--- config.mk ---
export PLATFORM = sky130hd
export DESIGN_NAME = cmi_cmd_sel
export DESIGN_NICKNAME = d
export VERILOG_FILES = /design/src/verilog/cmi_pkg.sv /design/src/verilog/cmi_obj_index.sv /design/src/verilog/cmi_obj_ram.sv /design/src/verilog/cmi_cmd_sel.sv
export SDC_FILE = /design/constraint.sdc
export NUM_CORES = 2
export LEC_CHECK = 0
export BUFFER_PORTS_ARGS = -buffer_cell sky130_fd_sc_hd__buf_2
export CORE_UTILIZATION = 60
export CTS_BUF_LIST = sky130_fd_sc_hd__clkbuf_8
export CTS_CLUSTER_DIAMETER = 150
export CTS_CLUSTER_SIZE = 30
export DETAILED_ROUTE_END_ITERATION = 7
export GPL_TIMING_DRIVEN = 0
export MAX_ROUTING_LAYER = met4
export PLACE_DENSITY = 0.75
export SLEW_MARGIN = 20
export SYNTH_ARGS = -nofsm -noshare
export SYNTH_HDL_FRONTEND = slang
export SYNTH_SLANG_ARGS = --single-unit
--- constraint.sdc ---
create_clock -name clock -period 36 [get_ports clock]
set_input_delay 5.4 -clock clock [delete_from_list [all_inputs] [get_ports clock]]
set_output_delay 5.4 -clock clock [all_outputs]
set_load 0.05 [all_outputs]
--- src/verilog/cmi_pkg.sv ---
// Constants and types shared by the message-interface command logic
package cmi_pkg;

  // Register byte offsets
  localparam logic [7:0] CMI_OFS_CMD_REQ = 8'h20;
  localparam logic [7:0] CMI_OFS_CMD_MASK = 8'h24;
  localparam logic [7:0] CMI_OFS_MSG_CTL = 8'h38;
  localparam logic [7:0] CMI_OFS_LOW_LO = 8'h3c;
  localparam logic [7:0] CMI_OFS_LOW_HI = 8'h40;
  localparam logic [7:0] CMI_OFS_HIGH_LO = 8'h44;
  localparam logic [7:0] CMI_OFS_HIGH_HI = 8'h48;

  // Command mask field positions
  localparam int CMI_MSK_DIR = 7;
  localparam int CMI_MSK_CTRL = 4;
  localparam int CMI_MSK_CLRPEND = 3;
  localparam int CMI_MSK_FRESH_TX = 2;
  localparam int CMI_MSK_LOW = 1;
  localparam int CMI_MSK_HIGH = 0;
  localparam int CMI_MSK_W = 8;

  // Message control field positions
  localparam int CMI_CTL_FRESH = 15;
  localparam int CMI_CTL_PEND = 13;
  localparam int CMI_CTL_TXRQ = 8;
  localparam int CMI_CTL_W = 16;

  // Command request fields
  localparam int CMI_CRQ_BUSY = 15;
  localparam int CMI_NUM_W = 6;
  localparam int CMI_IDX_W = 5;
  localparam int CMI_OBJS = 32;
  localparam logic [CMI_NUM_W-1:0] CMI_NUM_RESET = 6'h01;
  localparam logic [CMI_IDX_W-1:0] CMI_IDX_LAST = 5'h1f;
  localparam logic [CMI_IDX_W-1:0] CMI_IDX_ONE = 5'h01;

  // Transfer timing in module clock periods, legal window 3 to 6
  localparam int CMI_XFER_MIN = 3;
  localparam int CMI_XFER_MAX = 6;
  localparam int CMI_XFER_CYC = 4;
  localparam logic [2:0] CMI_WAIT_LAST = 3'(CMI_XFER_CYC - 2);

  typedef enum logic [1:0] {
    CMI_IDLE,
    CMI_WAIT,
    CMI_APPLY
  } cmi_state_t;

endpackage : cmi_pkg

--- src/verilog/cmi_obj_index.sv ---
// Maps a written object number onto a message RAM row
`timescale 1ns/1ps
module cmi_obj_index
  import cmi_pkg::*;
(
  // Object number as held in the command request register
  input wire logic [CMI_NUM_W-1:0] object_number,
  // Row of the message RAM
  output logic [CMI_IDX_W-1:0] obj_idx
);

  // Zero means object 32; values above 32 wrap onto 1 to 31
  always_comb begin
    if (object_number[CMI_IDX_W-1:0] == '0) begin
      obj_idx = CMI_IDX_LAST;
    end else begin
      obj_idx = object_number[CMI_IDX_W-1:0] - CMI_IDX_ONE;
    end
  end

endmodule : cmi_obj_index

--- src/verilog/cmi_obj_ram.sv ---
// Message object store: control word and eight payload bytes per object
`timescale 1ns/1ps
module cmi_obj_ram
  import cmi_pkg::*;
(
  // Clock and reset
  input wire logic clock,
  input wire logic sys_rst,
  // Read port, combinational
  input wire logic [CMI_IDX_W-1:0] idx,
  output logic [CMI_CTL_W-1:0] rd_ctrl,
  output logic [63:0] rd_data,
  // Write port from the interface transfer
  input wire logic wr_ctrl_en,
  input wire logic [CMI_CTL_W-1:0] wr_ctrl,
  input wire logic wr_low_en,
  input wire logic wr_high_en,
  input wire logic [63:0] wr_data,
  // Flag events from the protocol engine
  input wire logic evt_valid,
  input wire logic [CMI_IDX_W-1:0] evt_idx,
  input wire logic evt_pending,
  input wire logic evt_fresh
);

  logic [CMI_CTL_W-1:0] ctrl_mem [CMI_OBJS];
  logic [63:0] data_mem [CMI_OBJS];

  assign rd_ctrl = ctrl_mem[idx];
  assign rd_data = data_mem[idx];

  // Payload has no reset; software loads it before use
  always_ff @(posedge clock) begin
    if (wr_low_en) begin
      data_mem[idx][31:0] <= wr_data[31:0];
    end
    if (wr_high_en) begin
      data_mem[idx][63:32] <= wr_data[63:32];
    end
  end

  // Engine events set flags after the transfer write, so a set beats a clear
  always_ff @(posedge clock or posedge sys_rst) begin
    if (sys_rst) begin
      for (int i = 0; i < CMI_OBJS; i++) begin
        ctrl_mem[i] <= '0;
      end
    end else begin
      if (wr_ctrl_en) begin
        ctrl_mem[idx] <= wr_ctrl;
      end
      if (evt_valid && evt_pending) begin
        ctrl_mem[evt_idx][CMI_CTL_PEND] <= 1'b1;
      end
      if (evt_valid && evt_fresh) begin
        ctrl_mem[evt_idx][CMI_CTL_FRESH] <= 1'b1;
      end
    end
  end

endmodule : cmi_obj_ram

--- src/verilog/cmi_cmd_sel.sv ---
// Command request, command mask and interface buffers of one message interface
//
// Added by the designer: the placing of the registers and the plain strobed port.
`timescale 1ns/1ps
// Functional notes
// - Control select moves control bits between interface register and object; else unchanged.
// - Writing with clear-pending select clears the object's interrupt pending flag.
// - Reading without clear-pending copies the object's pending flag to the interface.
// - Reading with clear-pending clears the object flag, copying the pre-clear value.
// - Writing with transmit select starts transmission; interface request bit ignored.
// - Reading without fresh select copies the object's fresh-data flag.
// - Reading with fresh select clears the object flag, copying the pre-clear value.
// - Low payload select moves bytes 0-3; direction set copies object to interface.
// - High payload select moves bytes 4-7; direction set copies object to interface.
// - Writing an object number starts a transfer; busy holds 3 to 6 cycles.
// - Object numbers 1 to 32 select objects; zero means object 32.
module cmi_cmd_sel
  import cmi_pkg::*;
(
  // Clock and reset
  input wire logic clock,
  input wire logic sys_rst,
  // Register port
  input wire logic [7:0] reg_addr,
  input wire logic [31:0] reg_wdata,
  input wire logic reg_write,
  input wire logic reg_read,
  output logic [31:0] reg_rdata,
  // Protocol engine flag events
  input wire logic evt_valid,
  input wire logic [CMI_IDX_W-1:0] evt_idx,
  input wire logic evt_pending,
  input wire logic evt_fresh,
  // Transmit start towards the protocol engine
  output logic tx_start,
  output logic [CMI_IDX_W-1:0] tx_idx,
  // Transfer status
  output logic busy
);

  typedef struct packed {
    cmi_state_t st;
    logic [2:0] cnt;
    logic busy;
    logic [CMI_NUM_W-1:0] object_number;
    logic [CMI_MSK_W-1:0] if_command_mask;
    logic [CMI_CTL_W-1:0] if_message_control_reg;
    logic [15:0] if_low_payload_reg_lo;
    logic [15:0] if_low_payload_reg_hi;
    logic [15:0] if_high_payload_reg_lo;
    logic [15:0] if_high_payload_reg_hi;
    logic tx_start;
    logic [CMI_IDX_W-1:0] tx_idx;
    logic [31:0] rdata;
  } cmi_regs_t;

  cmi_regs_t r_q;
  cmi_regs_t r_d;
  logic [CMI_IDX_W-1:0] obj_idx;
  logic [CMI_CTL_W-1:0] ram_ctrl;
  logic [63:0] ram_data;
  logic [CMI_CTL_W-1:0] new_ctrl;
  logic apply;
  logic dir_wr;
  logic sel_ctrl;
  logic sel_clr;
  logic sel_ftx;
  logic sel_low;
  logic sel_high;
  logic crq_write;

  ////////////////////////////////////////////////////////////////////////////
  // Object row and message store

  cmi_obj_index u_index (
    .object_number(r_q.object_number),
    .obj_idx(obj_idx)
  );

  assign apply = (r_q.st == CMI_APPLY);
  assign dir_wr = r_q.if_command_mask[CMI_MSK_DIR];
  assign sel_ctrl = r_q.if_command_mask[CMI_MSK_CTRL];
  assign sel_clr = r_q.if_command_mask[CMI_MSK_CLRPEND];
  assign sel_ftx = r_q.if_command_mask[CMI_MSK_FRESH_TX];
  assign sel_low = r_q.if_command_mask[CMI_MSK_LOW];
  assign sel_high = r_q.if_command_mask[CMI_MSK_HIGH];
  assign crq_write = reg_write && (reg_addr == CMI_OFS_CMD_REQ);

  // Control word written back to the object at the end of a transfer
  always_comb begin
    new_ctrl = ram_ctrl;
    if (dir_wr) begin
      if (sel_ctrl) begin
        new_ctrl = r_q.if_message_control_reg;
      end
      if (sel_ftx) begin
        new_ctrl[CMI_CTL_TXRQ] = 1'b1;
      end
      if (sel_clr) begin
        new_ctrl[CMI_CTL_PEND] = 1'b0;
      end
    end else begin
      if (sel_clr) begin
        new_ctrl[CMI_CTL_PEND] = 1'b0;
      end
      if (sel_ftx) begin
        new_ctrl[CMI_CTL_FRESH] = 1'b0;
      end
    end
  end

  // Payload: direction set fills the buffers, direction clear feeds the object; the control word is written back in both
  cmi_obj_ram u_ram (
    .clock(clock),
    .sys_rst(sys_rst),
    .idx(obj_idx),
    .rd_ctrl(ram_ctrl),
    .rd_data(ram_data),
    .wr_ctrl_en(apply),
    .wr_ctrl(new_ctrl),
    .wr_low_en(apply && !dir_wr && sel_low),
    .wr_high_en(apply && !dir_wr && sel_high),
    .wr_data({r_q.if_high_payload_reg_hi, r_q.if_high_payload_reg_lo,
              r_q.if_low_payload_reg_hi, r_q.if_low_payload_reg_lo}),
    .evt_valid(evt_valid),
    .evt_idx(evt_idx),
    .evt_pending(evt_pending),
    .evt_fresh(evt_fresh)
  );

  ////////////////////////////////////////////////////////////////////////////
  // Register file and transfer sequencer

  always_comb begin
    r_d = r_q;
    r_d.tx_start = 1'b0;
    r_d.rdata = '0;
    if (reg_write) begin
      unique case (reg_addr)
        CMI_OFS_CMD_MASK: r_d.if_command_mask = reg_wdata[CMI_MSK_W-1:0];
        CMI_OFS_MSG_CTL: r_d.if_message_control_reg = reg_wdata[CMI_CTL_W-1:0];
        CMI_OFS_LOW_LO: r_d.if_low_payload_reg_lo = reg_wdata[15:0];
        CMI_OFS_LOW_HI: r_d.if_low_payload_reg_hi = reg_wdata[15:0];
        CMI_OFS_HIGH_LO: r_d.if_high_payload_reg_lo = reg_wdata[15:0];
        CMI_OFS_HIGH_HI: r_d.if_high_payload_reg_hi = reg_wdata[15:0];
        default: ;
      endcase
    end
    if (reg_read) begin
      unique case (reg_addr)
        CMI_OFS_CMD_REQ: r_d.rdata = {16'h0000, r_q.busy, 9'h000, r_q.object_number};
        CMI_OFS_CMD_MASK: r_d.rdata = {24'h000000, r_q.if_command_mask};
        CMI_OFS_MSG_CTL: r_d.rdata = {16'h0000, r_q.if_message_control_reg};
        CMI_OFS_LOW_LO: r_d.rdata = {16'h0000, r_q.if_low_payload_reg_lo};
        CMI_OFS_LOW_HI: r_d.rdata = {16'h0000, r_q.if_low_payload_reg_hi};
        CMI_OFS_HIGH_LO: r_d.rdata = {16'h0000, r_q.if_high_payload_reg_lo};
        CMI_OFS_HIGH_HI: r_d.rdata = {16'h0000, r_q.if_high_payload_reg_hi};
        default: r_d.rdata = '0;
      endcase
    end
    unique case (r_q.st)
      CMI_IDLE: begin
        if (crq_write) begin
          r_d.object_number = reg_wdata[CMI_NUM_W-1:0];
          r_d.busy = 1'b1;
          r_d.cnt = '0;
          r_d.st = CMI_WAIT;
        end
      end
      CMI_WAIT: begin
        // Waits model the store arbitration slot
        r_d.cnt = r_q.cnt + 3'h1;
        if (r_q.cnt == CMI_WAIT_LAST) begin
          r_d.st = CMI_APPLY;
        end
      end
      CMI_APPLY: begin
        r_d.busy = 1'b0;
        r_d.st = CMI_IDLE;
        if (dir_wr) begin
          if (sel_ftx) begin
            r_d.tx_start = 1'b1;
            r_d.tx_idx = obj_idx;
          end
          if (sel_low) begin
            r_d.if_low_payload_reg_lo = ram_data[15:0];
            r_d.if_low_payload_reg_hi = ram_data[31:16];
          end
          if (sel_high) begin
            r_d.if_high_payload_reg_lo = ram_data[47:32];
            r_d.if_high_payload_reg_hi = ram_data[63:48];
          end
        end else begin
          if (sel_ctrl) begin
            r_d.if_message_control_reg = ram_ctrl;
          end
          // Flags always reflect the object before any clear
          r_d.if_message_control_reg[CMI_CTL_PEND] = ram_ctrl[CMI_CTL_PEND];
          r_d.if_message_control_reg[CMI_CTL_FRESH] = ram_ctrl[CMI_CTL_FRESH];
        end
      end
    endcase
  end

  always_ff @(posedge clock or posedge sys_rst) begin
    if (sys_rst) begin
      r_q <= '{st: CMI_IDLE, object_number: CMI_NUM_RESET, default: '0};
    end else begin
      r_q <= r_d;
    end
  end

  assign reg_rdata = r_q.rdata;
  assign tx_start = r_q.tx_start;
  assign tx_idx = r_q.tx_idx;
  assign busy = r_q.busy;

  // Delay bounds kept as int constants of this file
  localparam int CHK_XFER_MIN = CMI_XFER_MIN;
  localparam int CHK_XFER_MAX = CMI_XFER_MAX;
endmodule : cmi_cmd_sel

==> results.json <==
{
  "cts_resized": 0,
  "max_cap_viol_count": 0,
  "synth_cells": 5896,
  "antenna_found_initial": 24,
  "setup_viol": 0,
  "grt_pass1_wl_mm": 473,
  "vias": 64000,
  "drive_above_1_share_pct": 21.2,
  "path_clk_slew_ns": 0.18,
  "synth_area_per_cell_um2": 18.0,
  "die_w_um": 423,
  "p_clk_share_pct": 23.7,
  "grt_pass1_vias": 60600,
  "ys_seq_elements": 2682,
  "fin_setup_tns_ns": 0,
  "dieArea_um2": 179000,
  "status": "finished with violations",
  "p_switching_mw": 1.18,
  "p_leak_nw": 37.4,
  "worstSetupEndpointType": "flop",
  "clockBufferDepth": 3,
  "wl_mm": 345,
  "async_flop_share_pct": 23.6,
  "grt_overflow": 0,
  "track_usage_pct": 39.8,
  "hp-class": "reg2reg",
  "worst_slew_pin_slew_ns": 1.39,
  "crit_arrival_ns": 8.69,
  "synth-warning-count": 0,
  "final_nets": 6277,
  "drt_iter0_drc": 12100,
  "path_class": "in2reg",
  "holdBufCountCts": 0,
  "worst_skew_pair.late_latency_ns": 1.10,
  "grt_max_degree": 110,
  "comb_power_share_pct": 7.0,
  "drc_errors": 2,
  "floorplan.initialDensity_pct": 60.3,
  "synth-edff-count": 2048,
  "hold_viol": 0,
  "whs_ns": 0.499,
  "vias_per_cell": 7.40,
  "fin_crit_ns": 7.76,
  "ir_drop_v": 0.0000377,
  "core-area_um2": 176000,
  "fmax_mhz": 129,
  "die_h_um": 423,
  "num_rows": 154,
  "synth-seq-area-share_pct": 72.9,
  "firstDrtPassIters": 8,
  "h-tree-depth": 3,
  "powerDensity_nw_per_um2": 42.3,
  "synth_ff_type": "edfxtp_1",
  "violations": "DRC",
  "cts_num_sinks": 2682,
  "synth_cell_types": 70,
  "start_kind": "input pin",
  "area_delta_synth_final_pct": 8.68,
  "routabilityCongestion": 0.994,
  "worstPathMaxFanout": 10,
  "post_cts_buffers": 0,
  "slew_viol_final": 0,
  "io_buffers": 53,
  "final_antenna_net_count": 0,
  "cts_tree": "built",
  "fin_util_pct": 65.6,
  "skew_ns": 0.118,
  "io_pins": 91,
  "cp_data_required_time_ns": 36.93,
  "crit_path_start": "reg_addr[1]",
  "dp_hpwl_mm": 237,
  "cts_root_buf": "clkbuf_8",
  "cts_buffers": 99,
  "syn_area_um2": 106000,
  "pwr-share-seq_pct": 69.2,
  "rsz0062_at_grt": "no",
  "intPower_mw": 3.70,
  "switching_share_pct": 24.1,
  "r2r_start": "r_q[126]$_DFFE_PP1P_",
  "wl_per_cell_um": 39.9,
  "slew_headroom_pct": 7.24,
  "period_share_pct": 21.6
}
power by group through the flow:
| stage | logic (mW) | clock network [mW] | registers, mW |
|---|---|---|---|
| after floorplan | 0.175 | 0 | 3.42 |
| after global placement | 0.311 | 0 | 3.44 |
| after detailed placement | 0.327 | 0 | 3.44 |
| after CTS | 0.328 | 1.14 | 3.37 |
| after global routing | 0.345 | 1.23 | 3.38 |
| final | 0.344 | 1.16 | 3.38 |
logic make-up (layout without fill, tap and decap cells):
kind of cell	after synthesis	in the layout	synth area share, %
compound gates	1034	1034	6.09
xor+xnor	2	2	0.0165
fa+ha+maj	10	10	0.118
buf+inv	473	831	2.28
flops	2682	2682	72.9
mux	779	779	14.9
other cells	1	60	0.00353
simple gates	915	915	3.70
per-stage QoR:
| stage | instance area [um^2] | power, mW | setup slack (ns) | std cells |
|---|---|---|---|---|
| after global routing | 115000 | 4.96 | 28.24 | 8640 |
| after detailed placement | 114000 | 3.77 | 27.33 | 8453 |
| after CTS | 115000 | 4.85 | 28.41 | 8608 |
| final | 115000 | 4.88 | 28.24 | 8653 |
| after floorplan | 106000 | 3.59 | 12.84 | 5911 |
| after global placement | 109000 | 3.75 | 5.43 | 8304 |
cell type report:
cell class                      count  area (um^2)
Antenna cell                       44          110
Buffer                            463         2430
Clock buffer                      100         1380
Clock inverter                     55          279
Fill cell                       11500        60600
Inverter                           10         45.0
Multi-Input combinational cell   2756        26900
Sequential cell                  2682        77400
Tap cell                         2340         2930
Timing Repair Buffer              203         3840
path summary, 6_finish.rpt:
kind	endpoint	slack, ns	depth (start not counted)
max	r_q[49]$_DFF_PP0_	28.24	9
min	flop	0.50	2
max reg2reg	r_q[80]$_DFF_PP0_	29.39	14
min reg2reg	flop	0.50	2
max in group asynchronous	r_q[54]$_DFF_PP0_	29.20	6
min in group asynchronous	tx_idx[1]$_DFFE_PP0P_	4.31	2
critical path: stages:
cell	delay, ns
buf_2	0.11
or3_1	0.42
or3_1	0.43
clkbuf_1	0.20
nor3_1	0.76
nand2_1	0.50
clkbuf_1	0.46
mux2i_1	0.29
a21oi_1	0.10
cells in the final DEF (no fill, tap or decap), types with 38 or more instances in the layout:
cell and instances:
nor2_1 151, nand4_1 85, dfrtp_2 43, clkbuf_8 100
nor2_4 64, clkbuf_2 38, edfxtp_1 2048, a21oi_1 118
o21ai_0 393, inv_1 56, buf_6 38, buf_16 91
nand2_1 508, clkbuf_1 250, mux2i_1 112, nand3_1 50
buf_4 78, buf_12 48, o21ai_1 59, buf_2 113
a22oi_1 341, dfrtp_1 590, diode_2 44, mux4_2 640
cell usage after synthesis (8+ instances only):
| cell | number | area share, % |
|---|---|---|
| nor2_1 | 215 | 0.76 |
| o21ai_1 | 59 | 0.28 |
| a21oi_1 | 118 | 0.56 |
| o21ai_0 | 393 | 1.9 |
| a221oi_1 | 15 | 0.12 |
| inv_1 | 10 | 0.035 |
| dfrtp_1 | 633 | 15 |
| buf_6 | 36 | 0.38 |
| nand4_1 | 85 | 0.50 |
| nand3_1 | 50 | 0.24 |
| mux4_2 | 640 | 14 |
| clkbuf_1 | 286 | 1.0 |
| mux2_2 | 27 | 0.29 |
| buf_4 | 71 | 0.50 |
| nand2_1 | 508 | 1.8 |
| a22oi_1 | 341 | 2.4 |
| buf_2 | 59 | 0.28 |
| o31ai_1 | 34 | 0.24 |
| o221ai_1 | 8 | 0.066 |
| mux2i_1 | 112 | 1.1 |
| o211ai_1 | 34 | 0.24 |
| edfxtp_1 | 2048 | 58 |
| ha_1 | 10 | 0.12 |
layer usage:
metal	global-route usage [%]	wire length, um	up-vias	share of wire [%]
li1	-	-	24000	-
met1	51.0	115000	32800	33
met2	57.4	155000	5903	45
met3	11.2	49400	1302	14
met4	23.3	26400	0	7.6
met5	-	0	-	0
Note: power is estimated with default switching activity, not from simulation.
